[config.mk]
export PLATFORM = sky130hd
export DESIGN_NAME = cordic_coprocessor
export DESIGN_NICKNAME = d
export VERILOG_FILES = /design/src/hw/cordic_pkg.sv /design/src/hw/cordic_coprocessor.sv
export SDC_FILE = /design/constraint.sdc
export NUM_CORES = 1
export LEC_CHECK = 0
export ABC_AREA = 0
export BUFFER_PORTS_ARGS = -buffer_cell sky130_fd_sc_hd__buf_2
export CAP_MARGIN = 25
export CORE_UTILIZATION = 35
export CTS_BUF_LIST = sky130_fd_sc_hd__clkbuf_8
export DETAILED_ROUTE_END_ITERATION = 8
export PLACE_DENSITY = 0.56
export SYNTH_ARGS = -nofsm -noshare
export SYNTH_HDL_FRONTEND = slang
export SYNTH_SLANG_ARGS = --single-unit
[constraint.sdc]
create_clock -name sys_clk -period 15.62 [get_ports sys_clk]
set_clock_uncertainty 0.05 [all_clocks]
set_input_delay 4.686 -clock sys_clk [delete_from_list [all_inputs] [get_ports sys_clk]]
set_output_delay 4.686 -clock sys_clk [all_outputs]
set_load 0.05 [all_outputs]
[src/hw/cordic_pkg.sv]
package cordic_pkg;

  localparam int          XW        = 26;
  localparam int          ZW        = 21;
  localparam logic [15:0] OP_RST    = 16'h0000;
  localparam logic [7:0]  RD_RST    = 8'h00;
  localparam logic [3:0]  IT_FIRST  = 4'h0;
  localparam logic [3:0]  IT_LAST   = 4'hf;
  localparam logic [5:0]  LAT_MAX   = 6'h29;
  localparam logic [1:0]  SEL_X     = 2'h0;
  localparam logic [1:0]  SEL_Y     = 2'h1;
  localparam logic [1:0]  SEL_Z     = 2'h2;
  localparam logic [19:0] LIN_ONE   = 20'h08000;
  localparam logic [20:0] PI_Z      = 21'h080000;
  localparam logic [20:0] HALF_PI_Z = 21'h040000;

  // Arctangent steps, pi maps to 2^19.
  localparam logic [19:0] ATAN_TAB [16] = '{
    20'h20000, 20'h12e40, 20'h09fb3, 20'h05111,
    20'h028b0, 20'h0145d, 20'h00a2f, 20'h00517,
    20'h0028b, 20'h00145, 20'h000a2, 20'h00051,
    20'h00028, 20'h00014, 20'h0000a, 20'h00005};

  // Hyperbolic steps by shift; shift zero is never used.
  localparam logic [19:0] ATANH_TAB [16] = '{
    20'h00000, 20'h16616, 20'h0a681, 20'h051ea,
    20'h028cc, 20'h01460, 20'h00a2f, 20'h00517,
    20'h0028b, 20'h00145, 20'h000a2, 20'h00051,
    20'h00028, 20'h00014, 20'h0000a, 20'h00005};

  typedef enum logic [1:0] {
    MODE_CIRC = 2'h0,
    MODE_LIN  = 2'h1,
    MODE_HYP  = 2'h2
  } cmode_t;

  typedef enum logic [2:0] {
    FSM_IDLE = 3'b001,
    FSM_RUN  = 3'b010,
    FSM_DONE = 3'b100
  } fsm_t;

  typedef struct packed {
    cmode_t mode;
    logic   vectoring;
    logic   keep_x;
    logic   keep_y;
    logic   keep_z;
    logic   x_unsigned;
    logic   int_en;
  } ctrl_t;

  typedef struct packed {
    logic       en;
    logic [1:0] sel;
    logic       hi;
    logic [7:0] data;
  } byte_wr_t;

  typedef struct packed {
    fsm_t          fsm;
    logic [3:0]    it;
    ctrl_t         cfg;
    logic [15:0]   xo;
    logic [15:0]   yo;
    logic [15:0]   zo;
    logic [XW-1:0] x;
    logic [XW-1:0] y;
    logic [ZW-1:0] z;
    logic          busy;
    logic          done;
    logic          irq;
    logic [7:0]    rd;
  } state_t;

endpackage

[src/hw/cordic_coprocessor.sv]
module cordic_coprocessor
  import cordic_pkg::*;
(
  input  wire logic       sys_clk,
  input  wire logic       reset,
  input  wire logic       module_en,
  input  wire ctrl_t      ctrl,
  input  wire logic       launch,
  input  wire logic       flag_clear,
  input  wire byte_wr_t   wr,
  input  wire logic [1:0] rd_sel,
  input  wire logic       rd_hi,
  output logic      [7:0] rd_data,
  output logic            busy,
  output logic            done_flag,
  output logic            irq
);

  state_t r_reg;
  state_t r_next;

  // Hyperbolic shifts repeat 4 and 13 so the series converges.
  function automatic logic [3:0] hyp_shift(input logic [3:0] it);
    if (it < 4'h4) begin
      hyp_shift = it + 4'h1;
    end else if (it < 4'he) begin
      hyp_shift = it;
    end else begin
      hyp_shift = it - 4'h1;
    end
  endfunction

  function automatic logic [19:0] step_angle(input cmode_t m,
                                             input logic [3:0] s);
    case (m)
      MODE_LIN: step_angle = LIN_ONE >> s;
      MODE_HYP: step_angle = ATANH_TAB[s];
      default:  step_angle = ATAN_TAB[s];
    endcase
  endfunction

  // Saturates the 26-bit kernel into 16 result bits.
  function automatic logic [15:0] sat16(input logic [XW-1:0] v,
                                        input logic uns);
    sat16 = v[23:8];
    if (uns) begin
      if (v[25]) begin
        sat16 = 16'h0000;
      end else if (v[24]) begin
        sat16 = 16'hffff;
      end
    end else if (v[25:23] != 3'b000 && v[25:23] != 3'b111) begin
      sat16 = v[25] ? 16'h8000 : 16'h7fff;
    end
  endfunction

  function automatic logic [15:0] pick(input logic [15:0] v,
                                       input logic [1:0] sel,
                                       input logic hi,
                                       input logic [1:0] me,
                                       input logic [7:0] d);
    pick = v;
    if (sel == me) begin
      if (hi) begin
        pick[15:8] = d;
      end else begin
        pick[7:0] = d;
      end
    end
  endfunction

  logic signed [XW-1:0] kx;
  logic signed [XW-1:0] ky;
  logic signed [ZW-1:0] kz;
  logic signed [XW-1:0] lx;
  logic signed [XW-1:0] ly;
  logic signed [ZW-1:0] lz;
  logic signed [XW-1:0] xs;
  logic signed [XW-1:0] ys;
  logic signed [ZW-1:0] ez;
  logic        [3:0]    sh;
  logic        [15:0]   res;
  logic                 dpos;
  logic                 accept;

  always_comb begin
    r_next = r_reg;
    kx     = signed'(r_reg.x);
    ky     = signed'(r_reg.y);
    kz     = signed'(r_reg.z);
    accept = launch && module_en && r_reg.fsm == FSM_IDLE;
    r_next.xo = pick(r_reg.xo, wr.sel, wr.hi, SEL_X, wr.data);
    r_next.yo = pick(r_reg.yo, wr.sel, wr.hi, SEL_Y, wr.data);
    r_next.zo = pick(r_reg.zo, wr.sel, wr.hi, SEL_Z, wr.data);
    if (!wr.en) begin
      r_next.xo = r_reg.xo;
      r_next.yo = r_reg.yo;
      r_next.zo = r_reg.zo;
    end
    lx = ctrl.keep_x ? kx : XW'({{2{r_reg.xo[15]}}, r_reg.xo, 8'h00});
    ly = ctrl.keep_y ? ky : XW'({{2{r_reg.yo[15]}}, r_reg.yo, 8'h00});
    lz = ctrl.keep_z ? kz : ZW'({r_reg.zo[15], r_reg.zo, 4'h0});
    // Turning by pi first keeps every start angle within reach of the steps.
    // circular pre-rotation, vectoring and rotation
    if (ctrl.mode != MODE_LIN && ctrl.mode != MODE_HYP) begin
      if (ctrl.vectoring && lx < 0) begin
        lx = -lx;
        ly = -ly;
        lz = lz - signed'(PI_Z);
      end else if (!ctrl.vectoring && lz > signed'(HALF_PI_Z)) begin
        lx = -lx;
        ly = -ly;
        lz = lz - signed'(PI_Z);
      end else if (!ctrl.vectoring && lz < -signed'(HALF_PI_Z)) begin
        lx = -lx;
        ly = -ly;
        lz = lz + signed'(PI_Z);
      end
    end
    sh   = (r_reg.cfg.mode == MODE_HYP) ? hyp_shift(r_reg.it)
                                         : r_reg.it;
    ez   = signed'({1'b0, step_angle(r_reg.cfg.mode, sh)});
    xs   = kx >>> sh;
    ys   = ky >>> sh;
    dpos = r_reg.cfg.vectoring ? ky < 0 : !kz[ZW-1];
    case (rd_sel)
      SEL_X:   res = sat16(r_reg.x, r_reg.cfg.x_unsigned);
      SEL_Y:   res = sat16(r_reg.y, 1'b0);
      SEL_Z:   res = r_reg.z[19:4];
      default: res = OP_RST;
    endcase
    r_next.rd = rd_hi ? res[15:8] : res[7:0];
    if (flag_clear) begin
      r_next.done = 1'b0;
    end
    if (module_en) begin
      case (r_reg.fsm)
        FSM_IDLE: begin
          if (launch) begin
            r_next.cfg  = ctrl;
            r_next.x    = lx;
            r_next.y    = ly;
            r_next.z    = lz;
            r_next.it   = IT_FIRST;
            r_next.busy = 1'b1;
            r_next.done = 1'b0;
            r_next.fsm  = FSM_RUN;
          end
        end
        FSM_RUN: begin
          if (dpos) begin
            r_next.y = ky + xs;
            r_next.z = kz - ez;
          end else begin
            r_next.y = ky - xs;
            r_next.z = kz + ez;
          end
          if (r_reg.cfg.mode == MODE_HYP) begin
            r_next.x = dpos ? kx + ys : kx - ys;
          end else if (r_reg.cfg.mode != MODE_LIN) begin
            r_next.x = dpos ? kx - ys : kx + ys;
          end
          r_next.it = r_reg.it + 4'h1;
          if (r_reg.it == IT_LAST) begin
            r_next.fsm = FSM_DONE;
          end
        end
        FSM_DONE: begin
          r_next.done = 1'b1;
          r_next.busy = 1'b0;
          r_next.fsm  = FSM_IDLE;
        end
        default: begin
          r_next.fsm  = FSM_IDLE;
          r_next.busy = 1'b0;
        end
      endcase
    end
    r_next.irq = r_next.done && ctrl.int_en;
  end

  always_ff @(posedge sys_clk) begin
    if (reset) begin
      r_reg <= '{fsm: FSM_IDLE, it: IT_FIRST, cfg: '0,
                 xo: OP_RST, yo: OP_RST, zo: OP_RST,
                 x: '0, y: '0, z: '0, busy: 1'b0,
                 done: 1'b0, irq: 1'b0, rd: RD_RST};
    end else begin
      r_reg <= r_next;
    end
  end

  assign rd_data   = r_reg.rd;
  assign busy      = r_reg.busy;
  assign done_flag = r_reg.done;
  assign irq       = r_reg.irq;

  // Counts enabled cycles of a calculation, for checking only.
  logic [5:0] lat_q;

  always_ff @(posedge sys_clk) begin
    if (reset || accept) begin
      lat_q <= 6'h01;
    end else if (r_reg.busy && module_en) begin
      lat_q <= lat_q + 6'h01;
    end
  end
endmodule

==> results of run 1 <==
layout by cell type (no fill, tap or decap), types with 13 or more instances in the layout:
cell type / instances
mux2i_1: 138
inv_1: 77
buf_2: 38
nand2b_1: 25
o22ai_1: 18
a31oi_1: 31
dfxtp_1: 142
and2_1: 13
a211oi_1: 24
nor2_1: 278
buf_4: 32
a21o_1: 32
o21ai_0: 121
nand2_1: 262
clkbuf_8: 17
ha_1: 115
xor2_1: 49
a221oi_1: 33
nor4_1: 22
o21a_1: 31
nor3_1: 111
a21oi_1: 251
a22oi_1: 29
o31ai_1: 15
o211ai_1: 25
and3_1: 22
nand3_1: 42
mux4_2: 16
xnor2_1: 94
nor2b_1: 28
kinds of logic (layout without fill, tap and decap cells):
| kind of cell | count (synthesis) | after routing | synth area share |
|---|---|---|---|
| compound gates | 717 | 717 | 0.268 |
| xor+xnor | 146 | 146 | 0.0754 |
| fa+ha+maj | 119 | 119 | 0.0886 |
| buf+inv | 255 | 184 | 0.0612 |
| flops | 143 | 143 | 0.167 |
| mux | 164 | 164 | 0.108 |
| other cells | 0 | 1 | 0 |
| simple gates | 868 | 868 | 0.232 |
critical path: stages (launching register included):
cell and delay [ns]:
dfxtp_1 0.89, clkinv_1 0.53, ha_1 0.47, and3_1 0.19, o21ai_0 0.33, nand2_1 0.15, inv_2 0.42, ha_1 0.47
nor2_1 0.09, o21ai_0 0.17, a31oi_1 0.21, nor4_1 0.50, nor3b_1 0.38, a21oi_1 0.14, xor2_1 0.19, ha_1 0.44
nand3_1 0.10, a211oi_1 0.30, nor2_1 0.11, a211o_1 0.32, o311ai_0 0.62, a21boi_0 0.29, o21bai_1 0.19, a21oi_1 0.10
nor4bb_1 0.14, or3_1 0.37
path summary, 6_finish.rpt:
path                            startpoint         to  slack, ns  cells past startpoint
worst min-delay path             r_reg[89]  r_reg[89]       0.41                      2
worst min register to register   r_reg[89]  r_reg[89]       0.41                      2
worst max register to register  r_reg[140]     kz[19]       7.33                     25
worst max-delay path            r_reg[140]     kz[19]       7.33                     25
metrics by stage:
| step | total power, W | area, sq um | std cells | setup WS (ns) | hold slack, ns |
|---|---|---|---|---|---|
| floorplan | 0.000893 | 17200 | 2412 | 7.44 | 0.382 |
| global placement | 0.00107 | 17700 | 2923 | 7.45 | 0.397 |
| detailed placement | 0.00107 | 17700 | 2924 | 7.42 | 0.406 |
| CTS | 0.00143 | 18100 | 2955 | 7.43 | 0.415 |
| global route | 0.00152 | 18100 | 2956 | 6.73 | 0.443 |
| finish | 0.00144 | 18100 | 2957 | 7.33 | 0.409 |
final cells by class:
cell class	instances	share of cell area
Antenna cell	1	0.000138
Clock buffer	17	0.0129
Clock inverter	14	0.0113
Inverter	82	0.0173
Multi-Input combinational cell	2014	0.733
Sequential cell	143	0.158
Tap cell	615	0.0425
Timing Repair Buffer	71	0.0244
layer usage:
metal  part of all wire  vias to the layer above  GRT usage
met4              0.029                        0     0.0809
li1                   -                     8569          -
met5                  0                        -          0
met1               0.47                     8646      0.374
met3              0.072                      130     0.0381
met2               0.43                      807      0.401
power groups by stage:
stage,combinational (W),sequential (W),clock (W)
after detailed placement,0.000643,0.000431,0
after floorplan,0.000490,0.000403,0
after global placement,0.000638,0.000430,0
after CTS,0.000648,0.000422,0.000358
final,0.000662,0.000425,0.000351
after global routing,0.000723,0.000426,0.000371
==> results.py, run 1 <==
metrics = {
    "synthesis": {
        "yosys-top-cells-area": "dfxtp_1 17%, ha_1 8.4%, mux2i_1 8.1%, a21oi_1 7.4%, nor2_1 6.1%",
        "yosys.area.top_type": "dfxtp_1",
        "synthFlopType": "dfxtp_1",
        "synth.top_cells.by_count": "280 x nor2_1, 262 x nand2_1, 252 x a21oi_1",
        "synth_edf_count": 0,
        "synth_seq_area_share": 0.167,
        "ys_types": 91,
        "yosysMostFrequentCell": "nor2_1",
        "ys_ff_latch": 143,
        "synth_top_area_frac": 0.167,
        "async_flop_share": 0,
        "synth_nets": 2559,
        "synthCells": 2412,
        "synth.avg_cell_area_sq_um": 7.11,
        "synth_area_sq_mm": 0.0172,
        "yosys_warnings": 0,
    },
    "timing": {
        "hold_viol": 0,
        "setup_tns_ns": 0,
        "maxSlewHeadroom": 0.281,
        "rsz0062_at_grt": "no",
        "fmax_mhz": 121,
        "fin_crit_sh": 0.531,
        "slew_violations": 0,
        "worstMarginPinSlew_ns": 1.08,
        "min_period_ns": 8.29,
        "setup_violations": 0,
    },
    "clock_network": {
        "cts_num_sinks": 143,
        "cts_tree": "yes",
        "post_cts_buffers": 0,
        "htree_levels": 4,
        "cts_buffer_depth": 2,
        "cts_buffers": 17,
        "clk_latency_ns": 0.52,
        "clk_pin_slew_worst_paths_ns": 0.10,
        "cts_resized": 0,
        "root_buffer": "clkbuf_8",
        "cts_hold_buf": 0,
    },
    "setup_path": {
        "start_kind": "register",
        "worstPathArrival_ns": 8.66,
        "crit_type": "register to register",
        "path_max_fanout": 28,
        "worstPathRequired_ns": 15.99,
        "end_kind": "register",
    },
    "layout": {
        "fillers": 5035,
        "drive_above_1_share": 0.0675,
        "final_core_util": 0.377,
        "largest_reg_flops": 59,
        "syn2layout_area_growth_pct": 5.65,
        "seqCellArea_sq_mm": 0.00286,
        "multi_input_area_sq_mm": 0.0133,
        "nets": 2476,
    },
    "power_and_ir_drop": {
        "vdd_drop_max_mv": 0.0606,
        "p_switching_w": 0.000633,
        "p_sw_frac": 0.440,
        "p_per_area_mw_per_mm2": 79.4,
        "p_clk_frac": 0.244,
        "p_leak_nw": 7.02,
        "seq_power_share": 0.295,
        "combPwrFrac": 0.461,
        "p_int_w": 0.000805,
    },
    "die": {
        "die_area_sq_mm": 0.0499,
        "rows": 80,
        "die_h_microns": 223,
        "die_w_microns": 223,
        "io_pins": 39,
        "core_area_sq_mm": 0.0480,
        "initial_utilization": 0.357,
    },
    "routing": {
        "via_count": 18200,
        "wirelength_microns": 66000,
        "first_pass_iters": 6,
        "drtIter0Drc": 2321,
        "viasPerCell": 6.14,
        "wl_per_cell_microns": 22.3,
        "drc_errors": 0,
        "ant_nets": 0,
    },
    "global_routing": {
        "antenna_found_initial": 0,
        "track_usage": 0.261,
        "overflow": 0,
        "grt_pass1_wl_microns": 102000,
        "grt_pass1_vias": 16700,
        "grt_max_degree": 80,
    },
    "placement": {
        "portBuffers": 38,
        "gp_congestion": 0.938,
        "detailed_place_hpwl_microns": 49200,
    },
    "flow_run": {
        "maxCapViolations": 0,
    },
    "hold_path": {
        "worstHoldPathType": "register to register",
    },
    "outcome": {
        "status": "finished clean",
    },
}
No activity file was read; power rests on OpenSTA's default activity.
==> run 2: changes to the inputs <==
--- a/config.mk
+++ b/config.mk
@@ -11,7 +11,7 @@
 export CORE_UTILIZATION = 35
 export CTS_BUF_LIST = sky130_fd_sc_hd__clkbuf_8
 export DETAILED_ROUTE_END_ITERATION = 8
-export PLACE_DENSITY = 0.56
+export PLACE_DENSITY = 0.57
 export SYNTH_ARGS = -nofsm -noshare
 export SYNTH_HDL_FRONTEND = slang
 export SYNTH_SLANG_ARGS = --single-unit
==> constraint.sdc (replaced) <==
create_clock -name sys_clk -period 7.1 [get_ports sys_clk]
set_clock_uncertainty 0.05 [all_clocks]
set_input_delay 2.13 -clock sys_clk [delete_from_list [all_inputs] [get_ports sys_clk]]
set_output_delay 2.13 -clock sys_clk [all_outputs]
set_load 0.05 [all_outputs]
==> run 2 against run 1 <==
  * Clock power up 83%
  * Total power up 110%
  * Combinational power up 120%
  * Sequential cell count unchanged
  * Sequential power up 120%
  * Worst hold slack better by 0.0065 ns
  * Setup slack worse by 6.9 ns
  * Global-route usage about the same
  * Critical path type unchanged
  * Critical endpoint is now kx[25]
  * Largest cell class unchanged
==> results.py, run 2 (synthesis gave the netlist of run 1 again) <==
metrics = {
    "placement": {
        "detailed_place_hpwl_microns": 50300,
        "gp_congestion": 1.03,
        "portBuffers": 38,
        "placed_cells": 2959,
    },
    "layout": {
        "final_core_util": 0.382,
        "layout_commonest_cell": "nor2_1",
        "seqCellArea_sq_mm": 0.00286,
        "most-common-layout-cells": "278 x nor2_1, 262 x nand2_1, 251 x a21oi_1",
        "syn2layout_area_growth_pct": 6.91,
        "largest_reg_flops": 59,
        "stdcell_count": 2990,
        "multi_input_area_sq_mm": 0.0133,
        "drive_above_1_share": 0.0825,
        "nets": 2510,
        "antenna_cells": 0,
        "fillers": 5097,
    },
    "hold_path": {
        "hold_depth": 2,
        "worstHoldPathType": "register to register",
        "hold_start": "r_reg[98]",
    },
    "power_and_ir_drop": {
        "vdd_drop_max_mv": 0.152,
        "p_leak_nw": 7.15,
        "p_per_area_mw_per_mm2": 165,
    },
    "routing": {
        "wl_per_cell_microns": 22.0,
        "via_count": 18200,
        "first_pass_iters": 6,
        "wirelength_microns": 65800,
        "ant_nets": 0,
        "drc_errors": 0,
        "viasPerCell": 6.08,
        "drtIter0Drc": 1680,
    },
    "global_routing": {
        "antenna_found_initial": 1,
        "overflow": 0,
        "grt_max_degree": 63,
        "grt_pass1_vias": 16900,
        "grt_pass1_wl_microns": 101000,
        "track_usage": 0.261,
    },
    "outcome": {
        "status": "finished clean",
    },
    "timing": {
        "worstMarginPinSlew_ns": 0.997,
        "setup_violations": 0,
        "fmax_mhz": 149,
        "fin_crit_sh": 0.946,
        "maxSlewHeadroom": 0.334,
        "min_period_ns": 6.72,
        "slew_violations": 0,
        "hold_viol": 0,
    },
    "clock_network": {
        "cts_buffer_depth": 2,
        "root_buffer": "clkbuf_8",
        "htree_levels": 4,
        "clk_latency_ns": 0.53,
        "cts_num_sinks": 143,
        "clk_pin_slew_worst_paths_ns": 0.10,
        "cts_buffers": 17,
        "cts_hold_buf": 0,
        "cts_tree": "yes",
    },
    "setup_path": {
        "rr_worst_depth": 24,
        "worstPathArrival_ns": 7.12,
        "crit_type": "register to register",
        "r2r_setup_slack_ns": 0.38,
        "path_max_fanout": 28,
        "worstPathRequired_ns": 7.50,
        "end_kind": "register",
        "r2r_start": "r_reg[141]",
        "start_kind": "register",
        "critPathLaunch": "r_reg[141]",
    },
    "die": {
        "die_w_microns": 223,
        "rows": 80,
        "io_pins": 39,
        "die_area_sq_mm": 0.0499,
        "die_h_microns": 223,
        "core_area_sq_mm": 0.0480,
        "initial_utilization": 0.357,
    },
    "flow_run": {
        "maxCapViolations": 0,
    },
}
-- run 2: changes by cell type in the layout (fill, tap and decap cells not counted), moves of 3 or more --
cell	before	now
clkbuf_8	17	20
buf_4	32	65
bufinv_16	4	0
inv_6	6	3
clkinvlp_4	1	4
-- run 2: worst paths after layout --
kind | end
max | kx[25]
min | r_reg[98]
max reg2reg | kx[25]
min reg2reg | r_reg[98]
-- run 2: critical path, stage by stage (launching register included) --
cell,delay [ns]
dfxtp_1,0.51
inv_1,0.16
ha_1,0.34
and3_1,0.19
o21ai_0,0.25
nand2_1,0.17
inv_4,0.28
buf_12,0.26
mux2i_1,0.14
mux2i_1,0.28
and2_1,0.17
a31oi_1,0.04
mux2i_1,0.42
ha_1,0.34
o21ba_2,0.21
or4_1,0.46
a31oi_1,0.36
a211oi_1,0.17
o21ai_1,0.29
a211o_1,0.27
a21oi_1,0.11
o211ai_1,0.34
xor2_1,0.21
or4_1,0.42
a31oi_1,0.17
-- run 2: report_power, final --
| part | leakage [nW] | internal (W) | switching (W) |
|---|---|---|---|
| Sequential | 1.16 | 0.000836 | 0.0000965 |
| Clock | 0.174 | 0.000269 | 0.000374 |
| Combinational | 5.82 | 0.000560 | 0.000886 |
-- run 2: metal layers --
| metal | up-vias | part of all wire | track usage |
|---|---|---|---|
| li1 | 8647 | - | - |
| met1 | 8650 | 0.45 | 0.353 |
| met2 | 740 | 0.43 | 0.399 |
| met3 | 133 | 0.085 | 0.0611 |
| met4 | 0 | 0.033 | 0.102 |
| met5 | - | 0 | 0 |
-- run 2: stage by stage --
stage          cell area [sq um]  TNS [ns]  power (W)  setup WS (ns)  hold slack, ns
2_1_floorplan              17200         0    0.00196          0.155           0.382
3_3_place_gp               17900         0    0.00234          0.366           0.399
3_5_place_dp               18000         0    0.00235          0.283           0.403
4_1_cts                    18300         0    0.00300          0.233           0.415
5_1_grt                    18300   -0.0279    0.00320        -0.0279           0.450
6_report                   18300         0    0.00302          0.380           0.416
-- run 2: area by class of cell --
cell class,instances,share of cell area
multi-input combinational,2014,0.725
clock buffer,20,0.0150
inverter,82,0.0172
sequential,143,0.156
clock inverter,11,0.00457
tap,615,0.0420
timing repair buffer,105,0.0397
-- run 2: timing repair --
item | in CTS | in global routing
buffers inserted | 0 | 0
endpoints found under the hold margin | 0 | 0
endpoints found under the setup margin | 0 | 7
resized for setup | 0 | 9
